[config.mk]
export PLATFORM = sky130hd
export DESIGN_NAME = plpc_core
export DESIGN_NICKNAME = d
export VERILOG_FILES = /design/src/plpc_pkg.sv /design/src/plpc_us_tick.sv /design/src/plpc_core.sv
export SDC_FILE = /design/constraint.sdc
export NUM_CORES = 1
export LEC_CHECK = 0
export BUFFER_PORTS_ARGS = -buffer_cell sky130_fd_sc_hd__buf_2
export CORE_AREA = 2 2 191 193
export CTS_CLUSTER_SIZE = 28
export DETAILED_ROUTE_END_ITERATION = 10
export DIE_AREA = 0 0 193 195
export SYNTH_ARGS = -nofsm -noshare
export SYNTH_HDL_FRONTEND = slang
export SYNTH_SLANG_ARGS = --single-unit
[constraint.sdc]
create_clock -name clk_sys -period 11.9 [get_ports clk_sys]
set_input_delay 1.19 -clock clk_sys [delete_from_list [all_inputs] [get_ports clk_sys]]
set_output_delay 1.19 -clock clk_sys [all_outputs]
set_load 0.01 [all_outputs]
[src/plpc_pkg.sv]
// Constants and types for the link power and physical-layer configuration
// Functional notes
// - 16-bit L0s idle timeout in 4 ns units; counted here in clk_sys cycles
// - Zero L0s timeout never enters L0s
// - Re-enter L1 after idle re-entry delay in D3
// - Zero re-entry delay keeps link in L0R
// - First L1 entry immediate when all D3
// - 20-bit ASPM L1 entry timeout, 4 ns; counted here in clk_sys cycles
// - Zero ASPM L1 timeout never enters L1
// - Capture slot power limit when enabled, Endpoint
// - Retransmit PM_PME after microsecond timeout if unserviced
// - Send PME_TO_Ack after non-zero microsecond delay
// - Zero ack delay: user sends PME_TO_Ack
// - Port direction selects upstream or downstream
// - Link width one-hot x1 x2 x4 x8
// - Link speed one-hot Gen1 Gen2 Gen3
// - DC balance disable stops special symbols
// - Infer electrical idle after 128 us silence
// - FTS count chosen by common clock bit
// - Upconfigure disable removes upconfigure capability
// - Lane 0 equalization fields from 16-bit setting
// - Lanes 1 to 7 use same layout
package plpc_pkg;
	localparam int CLK_PERIOD_PS    = 10000;
	localparam int TICK_UNIT_PS     = 4000;
	localparam int US_PS            = 1000000;
	// Cycles per microsecond, rounded down but never below one
	localparam int US_CYCLES        = (US_PS / CLK_PERIOD_PS) < 1 ? 1
					  : (US_PS / CLK_PERIOD_PS);
	localparam int EI_INFER_US      = 128;
	localparam int L0S_W            = 16;
	localparam int L1RE_W           = 32;
	localparam int L1E_W            = 20;
	localparam int PME_W            = 20;
	localparam int ACK_W            = 16;
	localparam int EQ_W             = 16;
	localparam int LANES            = 8;
	localparam int DSP_LO           = 0;
	localparam int DSP_HI           = 3;
	localparam int DSH_LO           = 4;
	localparam int DSH_HI           = 6;
	localparam int USP_LO           = 8;
	localparam int USP_HI           = 11;
	localparam int USH_LO           = 12;
	localparam int USH_HI           = 14;
	localparam logic [3:0] WIDTH_X1 = 4'h1;
	localparam logic [3:0] WIDTH_X2 = 4'h2;
	localparam logic [3:0] WIDTH_X4 = 4'h4;
	localparam logic [3:0] WIDTH_X8 = 4'h8;
	localparam logic [2:0] SPEED_G1 = 3'h1;
	localparam logic [2:0] SPEED_G2 = 3'h2;
	localparam logic [2:0] SPEED_G3 = 3'h4;
	typedef enum logic [3:0] {
		PLPC_L0  = 4'h1,
		PLPC_L0S = 4'h2,
		PLPC_L1  = 4'h4,
		PLPC_L0R = 4'h8
	} plpc_lstate_t;
endpackage

[src/plpc_us_tick.sv]
// Microsecond enable pulse divider
`timescale 1ns/10ps
`default_nettype none
module plpc_us_tick #(
	parameter int DIV = 100
) (
	input  wire logic clk_sys,
	input  wire logic reset_n,
	output logic      tick
);
	logic [15:0] cnt_reg;
	logic [15:0] cnt_next;
	always_comb begin
		if (cnt_reg == 16'(DIV - 1))
			cnt_next = 16'h0;
		else
			cnt_next = cnt_reg + 16'h1;
	end
	always_ff @(posedge clk_sys) begin
		if (!reset_n)
			cnt_reg <= 16'h0;
		else
			cnt_reg <= cnt_next;
	end
	assign tick = (cnt_reg == 16'(DIV - 1));
endmodule
`default_nettype wire

[src/plpc_core.sv]
// Link power timers and physical-layer configuration decode
`timescale 1ns/10ps
`default_nettype none
module plpc_core
	import plpc_pkg::*;
#(
	parameter logic [plpc_pkg::L0S_W-1:0]  L0S_TIMEOUT = 16'h0100,
	parameter logic [plpc_pkg::L1RE_W-1:0] L1_REENTRY  = 32'h0000_0100,
	parameter logic [plpc_pkg::L1E_W-1:0]  L1_ENTRY    = 20'h00400,
	parameter logic [plpc_pkg::PME_W-1:0]  PME_TIMEOUT = 20'h00064,
	parameter logic [plpc_pkg::ACK_W-1:0]  ACK_DELAY   = 16'h0064,
	parameter int                          EI_US       = plpc_pkg::EI_INFER_US,
	parameter int                          US_DIV      = plpc_pkg::US_CYCLES
) (
	input  wire logic                    clk_sys,
	input  wire logic                    reset_n,
	// Static settings; timeouts, capture enable and idle inference disable latched at reset, the rest used live
	input  wire logic [L0S_W-1:0]        l0s_idle_timeout,
	input  wire logic [L1RE_W-1:0]       l1_reentry_delay,
	input  wire logic [L1E_W-1:0]        aspm_l1_entry_timeout,
	input  wire logic                    slot_power_capture_enable,
	input  wire logic [PME_W-1:0]        pme_retransmit_timeout,
	input  wire logic [ACK_W-1:0]        turnoff_ack_delay,
	input  wire logic                    port_direction_upstream,
	input  wire logic [3:0]              max_link_width_setting,
	input  wire logic [2:0]              max_link_speed_setting,
	input  wire logic                    dc_balance_disable,
	input  wire logic                    idle_inference_disable,
	input  wire logic [7:0]              fts_count_common_clk_rate1,
	input  wire logic [7:0]              fts_count_separate_clk_rate1,
	input  wire logic [7:0]              fts_count_common_clk_rate2,
	input  wire logic [7:0]              fts_count_separate_clk_rate2,
	input  wire logic [7:0]              fts_count_common_clk_rate3,
	input  wire logic [7:0]              fts_count_separate_clk_rate3,
	input  wire logic                    upconfigure_disable,
	input  wire logic [EQ_W-1:0]         lane_zero_equalization_setting,
	input  wire logic [EQ_W*(LANES-1)-1:0] lane_other_equalization_setting,
	// Link activity and events
	input  wire logic                    tx_active,
	input  wire logic                    rx_active,
	input  wire logic                    all_d3,
	input  wire logic                    partner_wake,
	input  wire logic                    common_clock_bit,
	input  wire logic                    rx_fc_or_skp,
	input  wire logic                    slot_msg_valid,
	input  wire logic [7:0]              slot_msg_value,
	input  wire logic [1:0]              slot_msg_scale,
	input  wire logic                    pme_request,
	input  wire logic                    pme_serviced,
	input  wire logic                    turnoff_received,
	// Results
	output logic [3:0]                   link_state,
	output logic                         send_idle_seq,
	output logic [7:0]                   slot_power_value,
	output logic [1:0]                   slot_power_scale,
	output logic                         pme_send,
	output logic                         pme_to_ack_send,
	output logic                         is_upstream_port,
	output logic [3:0]                   link_width_lanes,
	output logic                         link_width_reserved,
	output logic [2:0]                   link_speed_gen,
	output logic                         link_speed_reserved,
	output logic                         dc_balance_active,
	output logic                         elec_idle_inferred,
	output logic [7:0]                   fts_rate1,
	output logic [7:0]                   fts_rate2,
	output logic [7:0]                   fts_rate3,
	output logic                         upconfigure_capable,
	output logic [EQ_W*LANES-1:0]        lane_eq_entry
);
	import plpc_pkg::*;

	function automatic logic [EQ_W-1:0] eq_fields(input logic [EQ_W-1:0] s);
		eq_fields = '0;
		eq_fields[DSP_HI:DSP_LO] = s[DSP_HI:DSP_LO];
		eq_fields[DSH_HI:DSH_LO] = s[DSH_HI:DSH_LO];
		eq_fields[USP_HI:USP_LO] = s[USP_HI:USP_LO];
		eq_fields[USH_HI:USH_LO] = s[USH_HI:USH_LO];
	endfunction

	logic us_tick;
	plpc_us_tick #(.DIV(US_DIV)) u_tick (
		.clk_sys (clk_sys),
		.reset_n (reset_n),
		.tick    (us_tick)
	);

	// Settings captured at reset and held static
	logic [L0S_W-1:0]  l0s_cfg_reg;
	logic [L1RE_W-1:0] l1re_cfg_reg;
	logic [L1E_W-1:0]  l1e_cfg_reg;
	logic [PME_W-1:0]  pme_cfg_reg;
	logic [ACK_W-1:0]  ack_cfg_reg;
	logic              cap_cfg_reg;
	logic              ein_dis_reg;
	always_ff @(posedge clk_sys) begin
		if (!reset_n) begin
			l0s_cfg_reg <= l0s_idle_timeout;
			l1re_cfg_reg <= l1_reentry_delay;
			l1e_cfg_reg <= aspm_l1_entry_timeout;
			pme_cfg_reg <= pme_retransmit_timeout;
			ack_cfg_reg <= turnoff_ack_delay;
			cap_cfg_reg <= slot_power_capture_enable;
			ein_dis_reg <= idle_inference_disable;
		end
	end

	// Link power state machine
	plpc_lstate_t st_reg, st_next;
	logic [L1RE_W-1:0] idle_reg, idle_next;
	logic              first_l1_reg, first_l1_next;
	logic [L0S_W-1:0]  txi_reg, txi_next;
	logic              idle_now;
	assign idle_now = !tx_active && !rx_active;
	always_comb begin
		st_next = st_reg;
		idle_next = idle_now ? idle_reg + 32'h1 : 32'h0;
		txi_next = tx_active ? '0 : txi_reg + 16'h1;
		first_l1_next = first_l1_reg;
		if (!all_d3)
			first_l1_next = 1'b0;
		case (st_reg)
			PLPC_L0: begin
				if (all_d3 && !first_l1_reg) begin
					st_next = PLPC_L1;
					first_l1_next = 1'b1;
					idle_next = 32'h0;
				end else if (!all_d3 && l1e_cfg_reg != '0 && idle_now
					&& idle_reg + 32'h1 >= 32'(l1e_cfg_reg)) begin
					st_next = PLPC_L1;
					idle_next = 32'h0;
				end else if (!all_d3 && l0s_cfg_reg != '0 && !tx_active
					&& txi_reg + 16'h1 >= l0s_cfg_reg)
					st_next = PLPC_L0S;
			end
			PLPC_L0S: begin
				if (tx_active || rx_active)
					st_next = PLPC_L0;
			end
			PLPC_L1: begin
				if (partner_wake) begin
					st_next = all_d3 ? PLPC_L0R : PLPC_L0;
					idle_next = 32'h0;
				end
			end
			PLPC_L0R: begin
				if (!all_d3)
					st_next = PLPC_L0;
				else if (l1re_cfg_reg != '0 && idle_now
					&& idle_reg + 32'h1 >= l1re_cfg_reg) begin
					st_next = PLPC_L1;
					idle_next = 32'h0;
				end
			end
			default: st_next = PLPC_L0;
		endcase
	end
	always_ff @(posedge clk_sys) begin
		if (!reset_n) begin
			st_reg <= PLPC_L0;
			idle_reg <= 32'h0;
			txi_reg <= '0;
			first_l1_reg <= 1'b0;
		end else begin
			st_reg <= st_next;
			idle_reg <= idle_next;
			txi_reg <= txi_next;
			first_l1_reg <= first_l1_next;
		end
	end
	assign link_state = st_reg;
	assign send_idle_seq = (st_reg == PLPC_L0S);

	// Slot power limit capture
	logic [7:0] spv_reg, spv_next;
	logic [1:0] sps_reg, sps_next;
	always_comb begin
		spv_next = spv_reg;
		sps_next = sps_reg;
		if (slot_msg_valid && cap_cfg_reg && port_direction_upstream) begin
			spv_next = slot_msg_value;
			sps_next = slot_msg_scale;
		end
	end
	always_ff @(posedge clk_sys) begin
		if (!reset_n) begin
			spv_reg <= 8'h0;
			sps_reg <= 2'h0;
		end else begin
			spv_reg <= spv_next;
			sps_reg <= sps_next;
		end
	end
	assign slot_power_value = spv_reg;
	assign slot_power_scale = sps_reg;

	// PME retransmit, turn-off acknowledge and idle inference timers
	logic              pme_pend_reg, pme_pend_next;
	logic [PME_W-1:0]  pme_cnt_reg, pme_cnt_next;
	logic              pme_send_reg, pme_send_next;
	logic              ack_pend_reg, ack_pend_next;
	logic [ACK_W-1:0]  ack_cnt_reg, ack_cnt_next;
	logic              ack_send_reg, ack_send_next;
	logic [7:0]        ei_cnt_reg, ei_cnt_next;
	logic              ei_reg, ei_next;
	always_comb begin
		pme_pend_next = pme_pend_reg;
		pme_cnt_next = pme_cnt_reg;
		pme_send_next = 1'b0;
		if (pme_request) begin
			pme_pend_next = 1'b1;
			pme_cnt_next = '0;
			pme_send_next = 1'b1;
		end else if (pme_serviced) begin
			pme_pend_next = 1'b0;
		end else if (pme_pend_reg && us_tick) begin
			if (pme_cnt_reg + 20'h1 >= pme_cfg_reg) begin
				pme_send_next = 1'b1;
				pme_cnt_next = '0;
			end else
				pme_cnt_next = pme_cnt_reg + 20'h1;
		end
		ack_pend_next = ack_pend_reg;
		ack_cnt_next = ack_cnt_reg;
		ack_send_next = 1'b0;
		if (turnoff_received && ack_cfg_reg != '0) begin
			ack_pend_next = 1'b1;
			ack_cnt_next = '0;
		end else if (ack_pend_reg && us_tick) begin
			if (ack_cnt_reg + 16'h1 >= ack_cfg_reg) begin
				ack_send_next = 1'b1;
				ack_pend_next = 1'b0;
			end else
				ack_cnt_next = ack_cnt_reg + 16'h1;
		end
		ei_cnt_next = ei_cnt_reg;
		ei_next = ei_reg;
		if (st_reg != PLPC_L0 || ein_dis_reg || rx_fc_or_skp) begin
			ei_cnt_next = 8'h0;
			ei_next = 1'b0;
		end else if (us_tick && !ei_reg) begin
			if (ei_cnt_reg + 8'h1 >= 8'(EI_US))
				ei_next = 1'b1;
			else
				ei_cnt_next = ei_cnt_reg + 8'h1;
		end
	end
	always_ff @(posedge clk_sys) begin
		if (!reset_n) begin
			pme_pend_reg <= 1'b0;
			pme_cnt_reg <= '0;
			pme_send_reg <= 1'b0;
			ack_pend_reg <= 1'b0;
			ack_cnt_reg <= '0;
			ack_send_reg <= 1'b0;
			ei_cnt_reg <= 8'h0;
			ei_reg <= 1'b0;
		end else begin
			pme_pend_reg <= pme_pend_next;
			pme_cnt_reg <= pme_cnt_next;
			pme_send_reg <= pme_send_next;
			ack_pend_reg <= ack_pend_next;
			ack_cnt_reg <= ack_cnt_next;
			ack_send_reg <= ack_send_next;
			ei_cnt_reg <= ei_cnt_next;
			ei_reg <= ei_next;
		end
	end
	assign pme_send = pme_send_reg;
	assign pme_to_ack_send = ack_send_reg;
	assign elec_idle_inferred = ei_reg;

	// Static physical-layer decode
	always_comb begin
		is_upstream_port = port_direction_upstream;
		link_width_reserved = 1'b0;
		case (max_link_width_setting)
			WIDTH_X1: link_width_lanes = 4'h1;
			WIDTH_X2: link_width_lanes = 4'h2;
			WIDTH_X4: link_width_lanes = 4'h4;
			WIDTH_X8: link_width_lanes = 4'h8;
			default: begin
				link_width_lanes = 4'h1;
				link_width_reserved = 1'b1;
			end
		endcase
		link_speed_reserved = 1'b0;
		case (max_link_speed_setting)
			SPEED_G1: link_speed_gen = 3'h1;
			SPEED_G2: link_speed_gen = 3'h2;
			SPEED_G3: link_speed_gen = 3'h3;
			default: begin
				link_speed_gen = 3'h1;
				link_speed_reserved = 1'b1;
			end
		endcase
		dc_balance_active = !dc_balance_disable;
		upconfigure_capable = !upconfigure_disable;
		fts_rate1 = common_clock_bit ? fts_count_common_clk_rate1
			: fts_count_separate_clk_rate1;
		fts_rate2 = common_clock_bit ? fts_count_common_clk_rate2
			: fts_count_separate_clk_rate2;
		fts_rate3 = common_clock_bit ? fts_count_common_clk_rate3
			: fts_count_separate_clk_rate3;
		lane_eq_entry = '0;
		lane_eq_entry[EQ_W-1:0] = eq_fields(lane_zero_equalization_setting);
		for (int i = 1; i < LANES; i++)
			lane_eq_entry[i*EQ_W +: EQ_W] = eq_fields(
				lane_other_equalization_setting[(i-1)*EQ_W +: EQ_W]);
	end

	l0s_zero_a: assert property (@(posedge clk_sys) disable iff (!reset_n)
		l0s_cfg_reg == '0 |-> st_reg != PLPC_L0S)
		else $error("L0s entered with zero timeout");
	l1_zero_a: assert property (@(posedge clk_sys) disable iff (!reset_n)
		st_reg == PLPC_L0R && l1re_cfg_reg == '0 && all_d3
		|=> st_reg == PLPC_L0R)
		else $error("L1 re-entered with zero delay");
	first_l1_a: assert property (@(posedge clk_sys) disable iff (!reset_n)
		st_reg == PLPC_L0 && all_d3 && !first_l1_reg
		|=> st_reg == PLPC_L1)
		else $error("First L1 entry not immediate");
	ack_zero_a: assert property (@(posedge clk_sys) disable iff (!reset_n)
		ack_cfg_reg == '0 |-> !pme_to_ack_send)
		else $error("Ack sent with zero delay");
	slot_cap_a: assert property (@(posedge clk_sys) disable iff (!reset_n)
		!cap_cfg_reg |=> $stable(slot_power_value))
		else $error("Slot power captured while disabled");
	ei_off_a: assert property (@(posedge clk_sys) disable iff (!reset_n)
		ein_dis_reg |-> !elec_idle_inferred)
		else $error("Idle inferred while disabled");
	fts_sel_a: assert property (@(posedge clk_sys) disable iff (!reset_n)
		common_clock_bit |-> fts_rate1 == fts_count_common_clk_rate1)
		else $error("FTS count not common-clock value");
	pme_tx_a: assert property (@(posedge clk_sys) disable iff (!reset_n)
		pme_request |=> pme_send)
		else $error("PM_PME not sent on request");
endmodule
`default_nettype wire

==> flow_metrics.env <==
export IMPL_skew_ps=21.8
export IMPL_io_pins=496
export IMPL_vias=9957
export IMPL_fillCellCount=3440
export IMPL_routed_wl_um=37500
export IMPL_clock_sinks=234
export IMPL_finalCriticalPeriod_ps=4460
export IMPL_netlist_instances=1387
export IMPL_cts_root_buf="clkbuf_16"
export IMPL_dieArea_um2=37600
export IMPL_layout_drive_gt1_share=0.215
export IMPL_final_setup_tns_ps=0
export IMPL_async_flop_share=0
export IMPL_hold_path_startpoint="slot_power_value[0]$_SDFFE_PN0P_"
export IMPL_grt_max_degree=78
export IMPL_synth_top_cell_area_share=0.237
export IMPL_wl_met3_um=4970
export IMPL_final_nets=1940
export IMPL_highest_layer="met5"
export IMPL_viasPerCell=4.98
export IMPL_start_kind="flip-flop"
export IMPL_ys_seq_area_frac=0.429
export IMPL_place_ws_ps=7480
export IMPL_setup_ws_ps=7440
export IMPL_yosysWarnings=0
export IMPL_dr_pass1_iters=5
export IMPL_synth_top_area_cell="edfxtp_1"
export IMPL_post_cts_buffers=0
export IMPL_chipHeight_um=195
export IMPL_clk_latency_ps=560
export IMPL_p_leak_nw=6.76
export IMPL_reg2reg_depth=13
export IMPL_synth_edf_count=106
export IMPL_syn2layout_area_growth_pct=12.9
export IMPL_cp_end_kind="flip-flop"
export IMPL_maxCapViolCount=0
export IMPL_final_cell_mix="buf_2 (238), dfxtp_1 (128), inv_1 (114)"
export IMPL_yosys_top_cells_area="edfxtp_1 (24%), dfxtp_1 (19%), ha_1 (10%)"
export IMPL_syn_avg_cell_area_um2=9.66
export IMPL_coreArea_um2=35400
export IMPL_cts_clk_slew_worst_paths_ps=60
export IMPL_cts_resized=0
export IMPL_drt_wirelength_per_cell_um=18.8
export IMPL_finalMaxSlewViolations=0
export IMPL_min_path_type="reg2reg"
export IMPL_hold_viol=0
export IMPL_arrival_ps=4940
export IMPL_place_gp_congestion=0.819
export IMPL_final_common_cell="buf_2"
export IMPL_holdWs_ps=452
export IMPL_cts_hold_buf=0
export IMPL_cts_max_path_buffers=3
export IMPL_ant_nets=0
export IMPL_fp_dieW_um=193
export IMPL_port_buffers=238
export IMPL_max_clock_freq_mhz=224
export IMPL_r2r_end="idle_reg[2]$_SDFF_PN0_"
export IMPL_ir_drop_uv=131
export IMPL_r2r_start="idle_reg[8]$_SDFF_PN0_"
export IMPL_rsz0062_at_grt="false"
export IMPL_synth_distinct_cells=67
export IMPL_timing_final_crit_share=0.375
export IMPL_hpwl_um=30000
export IMPL_tightest_slew_ps=1110
export IMPL_drtIter0Drc=393
export IMPL_cp_max_fo=31
export IMPL_whs_path_depth=2
export IMPL_grt_usage=0.191
export IMPL_critPathKind="reg2reg"
export IMPL_m1WireLength_um=14300
export IMPL_cts_made_buffers=27
export IMPL_max_slew_margin=0.261
export IMPL_synth_seq_cells=234
export IMPL_htreeDepth=1
export IMPL_grt_pass1_vias=9726
export IMPL_multi_input_area_um2=6180
export IMPL_initial_utilization=0.379
export IMPL_outcome="finished clean"
export IMPL_rows=69
export IMPL_fin_util=0.427
export IMPL_critical_path_required_ps=12380
export IMPL_dr_wl_met2_um=17300
export IMPL_cts_tree="done"
export IMPL_grt_pass1_wl_um=54600
export IMPL_antenna_found_initial=4
export IMPL_setup_viol=0
export IMPL_holdPathEnd="slot_power_value[0]$_SDFFE_PN0P_"
export IMPL_syn_cell_area_um2=13400
export IMPL_synth_flop_cell="dfxtp_1"
export IMPL_reg2reg_slack_ps=7440
export IMPL_seq_area_um2=5750
export IMPL_overflow=0
export IMPL_drcViolationCount=0
export IMPL_powerDensity_nw_per_um2=134
[logic make-up (layout without fill, tap and decap cells)]
group                    after synthesis  in the layout  synth area share
buffers and inverters                273            407             0.115
XOR/XNOR                             117            117            0.0765
adder cells (fa/ha/maj)              110            110             0.103
AO/OA/AOI/OAI                        166            166            0.0797
flip-flops                           234            234             0.429
AND/OR/NAND/NOR                      458            458             0.174
other                                  1             18          0.000280
multiplexers                          28             28            0.0232
[per-layer routing]
layer	up-vias	global-route usage
met4	2	0.0519
met2	391	0.317
met1	4575	0.209
met5	-	0.0199
li1	4934	-
met3	55	0.105
[through the flow]
| stage | power (mW) | std cells | cell area, um2 |
|---|---|---|---|
| 3_5_place_dp | 1.14 | 1948 | 14200 |
| 3_3_place_gp | 1.14 | 1948 | 14200 |
| 6_report | 2.03 | 1999 | 15100 |
| 5_1_grt | 2.12 | 1999 | 15100 |
| 4_1_cts | 2.05 | 1998 | 15100 |
| 2_1_floorplan | 1.11 | 1403 | 13500 |
[worst max path at each step]
stage | cells past startpoint | start | end
6_report | 13 | idle_reg[8]$_SDFF_PN0_ | idle_reg[2]$_SDFF_PN0_
4_1_cts | 13 | idle_reg[8]$_SDFF_PN0_ | idle_reg[2]$_SDFF_PN0_
3_3_place_gp | 13 | idle_reg[8]$_SDFF_PN0_ | idle_reg[7]$_SDFF_PN0_
3_5_place_dp | 13 | idle_reg[8]$_SDFF_PN0_ | idle_reg[2]$_SDFF_PN0_
5_1_grt | 14 | idle_reg[8]$_SDFF_PN0_ | idle_reg[0]$_SDFF_PN0_
2_1_floorplan | 3 | reset_n | ack_cfg_reg[0]$_DFFE_PN_
[layout make-up]
| type | instances | area share |
|---|---|---|
| Clock buffer | 30 | 0.0461 |
| Timing Repair Buffer | 242 | 0.0807 |
| Sequential cell | 234 | 0.380 |
| Inverter | 115 | 0.0287 |
| Multi-Input combinational cell | 896 | 0.409 |
| Clock inverter | 20 | 0.0178 |
| Antenna cell | 1 | 0.000165 |
| Tap cell | 461 | 0.0381 |
[power breakdown]
group,total [mW],leakage [nW],internal (mW),switching [mW]
sequential,0.909,2.07,0.883,0.0259
combinational,0.217,4.22,0.0877,0.129
clock,0.901,0.466,0.554,0.347
[cells in the mapped netlist, types with 2 or more instances]
| library cell | count |
|---|---|
| and4_1 | 5 |
| mux2_2 | 25 |
| o21a_1 | 4 |
| o21ai_0 | 36 |
| edfxtp_1 | 106 |
| xor2_1 | 51 |
| nand4_1 | 36 |
| buf_2 | 2 |
| mux2i_1 | 3 |
| buf_4 | 130 |
| nor4_1 | 22 |
| or2_1 | 9 |
| nand2_1 | 100 |
| nor3_1 | 17 |
| ha_1 | 110 |
| o2111ai_1 | 2 |
| inv_1 | 114 |
| a31oi_1 | 2 |
| a311oi_1 | 2 |
| xnor2_1 | 66 |
| nand2b_1 | 8 |
| or2_2 | 2 |
| a211oi_1 | 8 |
| nand3_1 | 47 |
| nor3b_1 | 3 |
| and3_1 | 50 |
| o211ai_1 | 8 |
| a2111oi_0 | 2 |
| o21ai_1 | 6 |
| or3_1 | 18 |
| o31ai_1 | 3 |
| clkbuf_1 | 23 |
| nor4b_1 | 6 |
| nor2_1 | 104 |
| buf_6 | 3 |
| a21oi_1 | 60 |
| dfxtp_1 | 128 |
| and2_1 | 4 |
| a211o_1 | 4 |
| nor2b_1 | 19 |
| a21o_1 | 13 |
[critical path, stage by stage, from the launching register on]
cell and delay, ps:
dfxtp_1 390, nand4_1 200, nor2_1 580, nand2_1 200, nor2_1 170, xor2_1 320
ha_1 320, a21oi_1 140, o21ai_0 110, or3b_1 400, a2111oi_4 450, a41oi_4 230
o211ai_4 620, and3_1 260
Power figures use the tool's default switching activity.
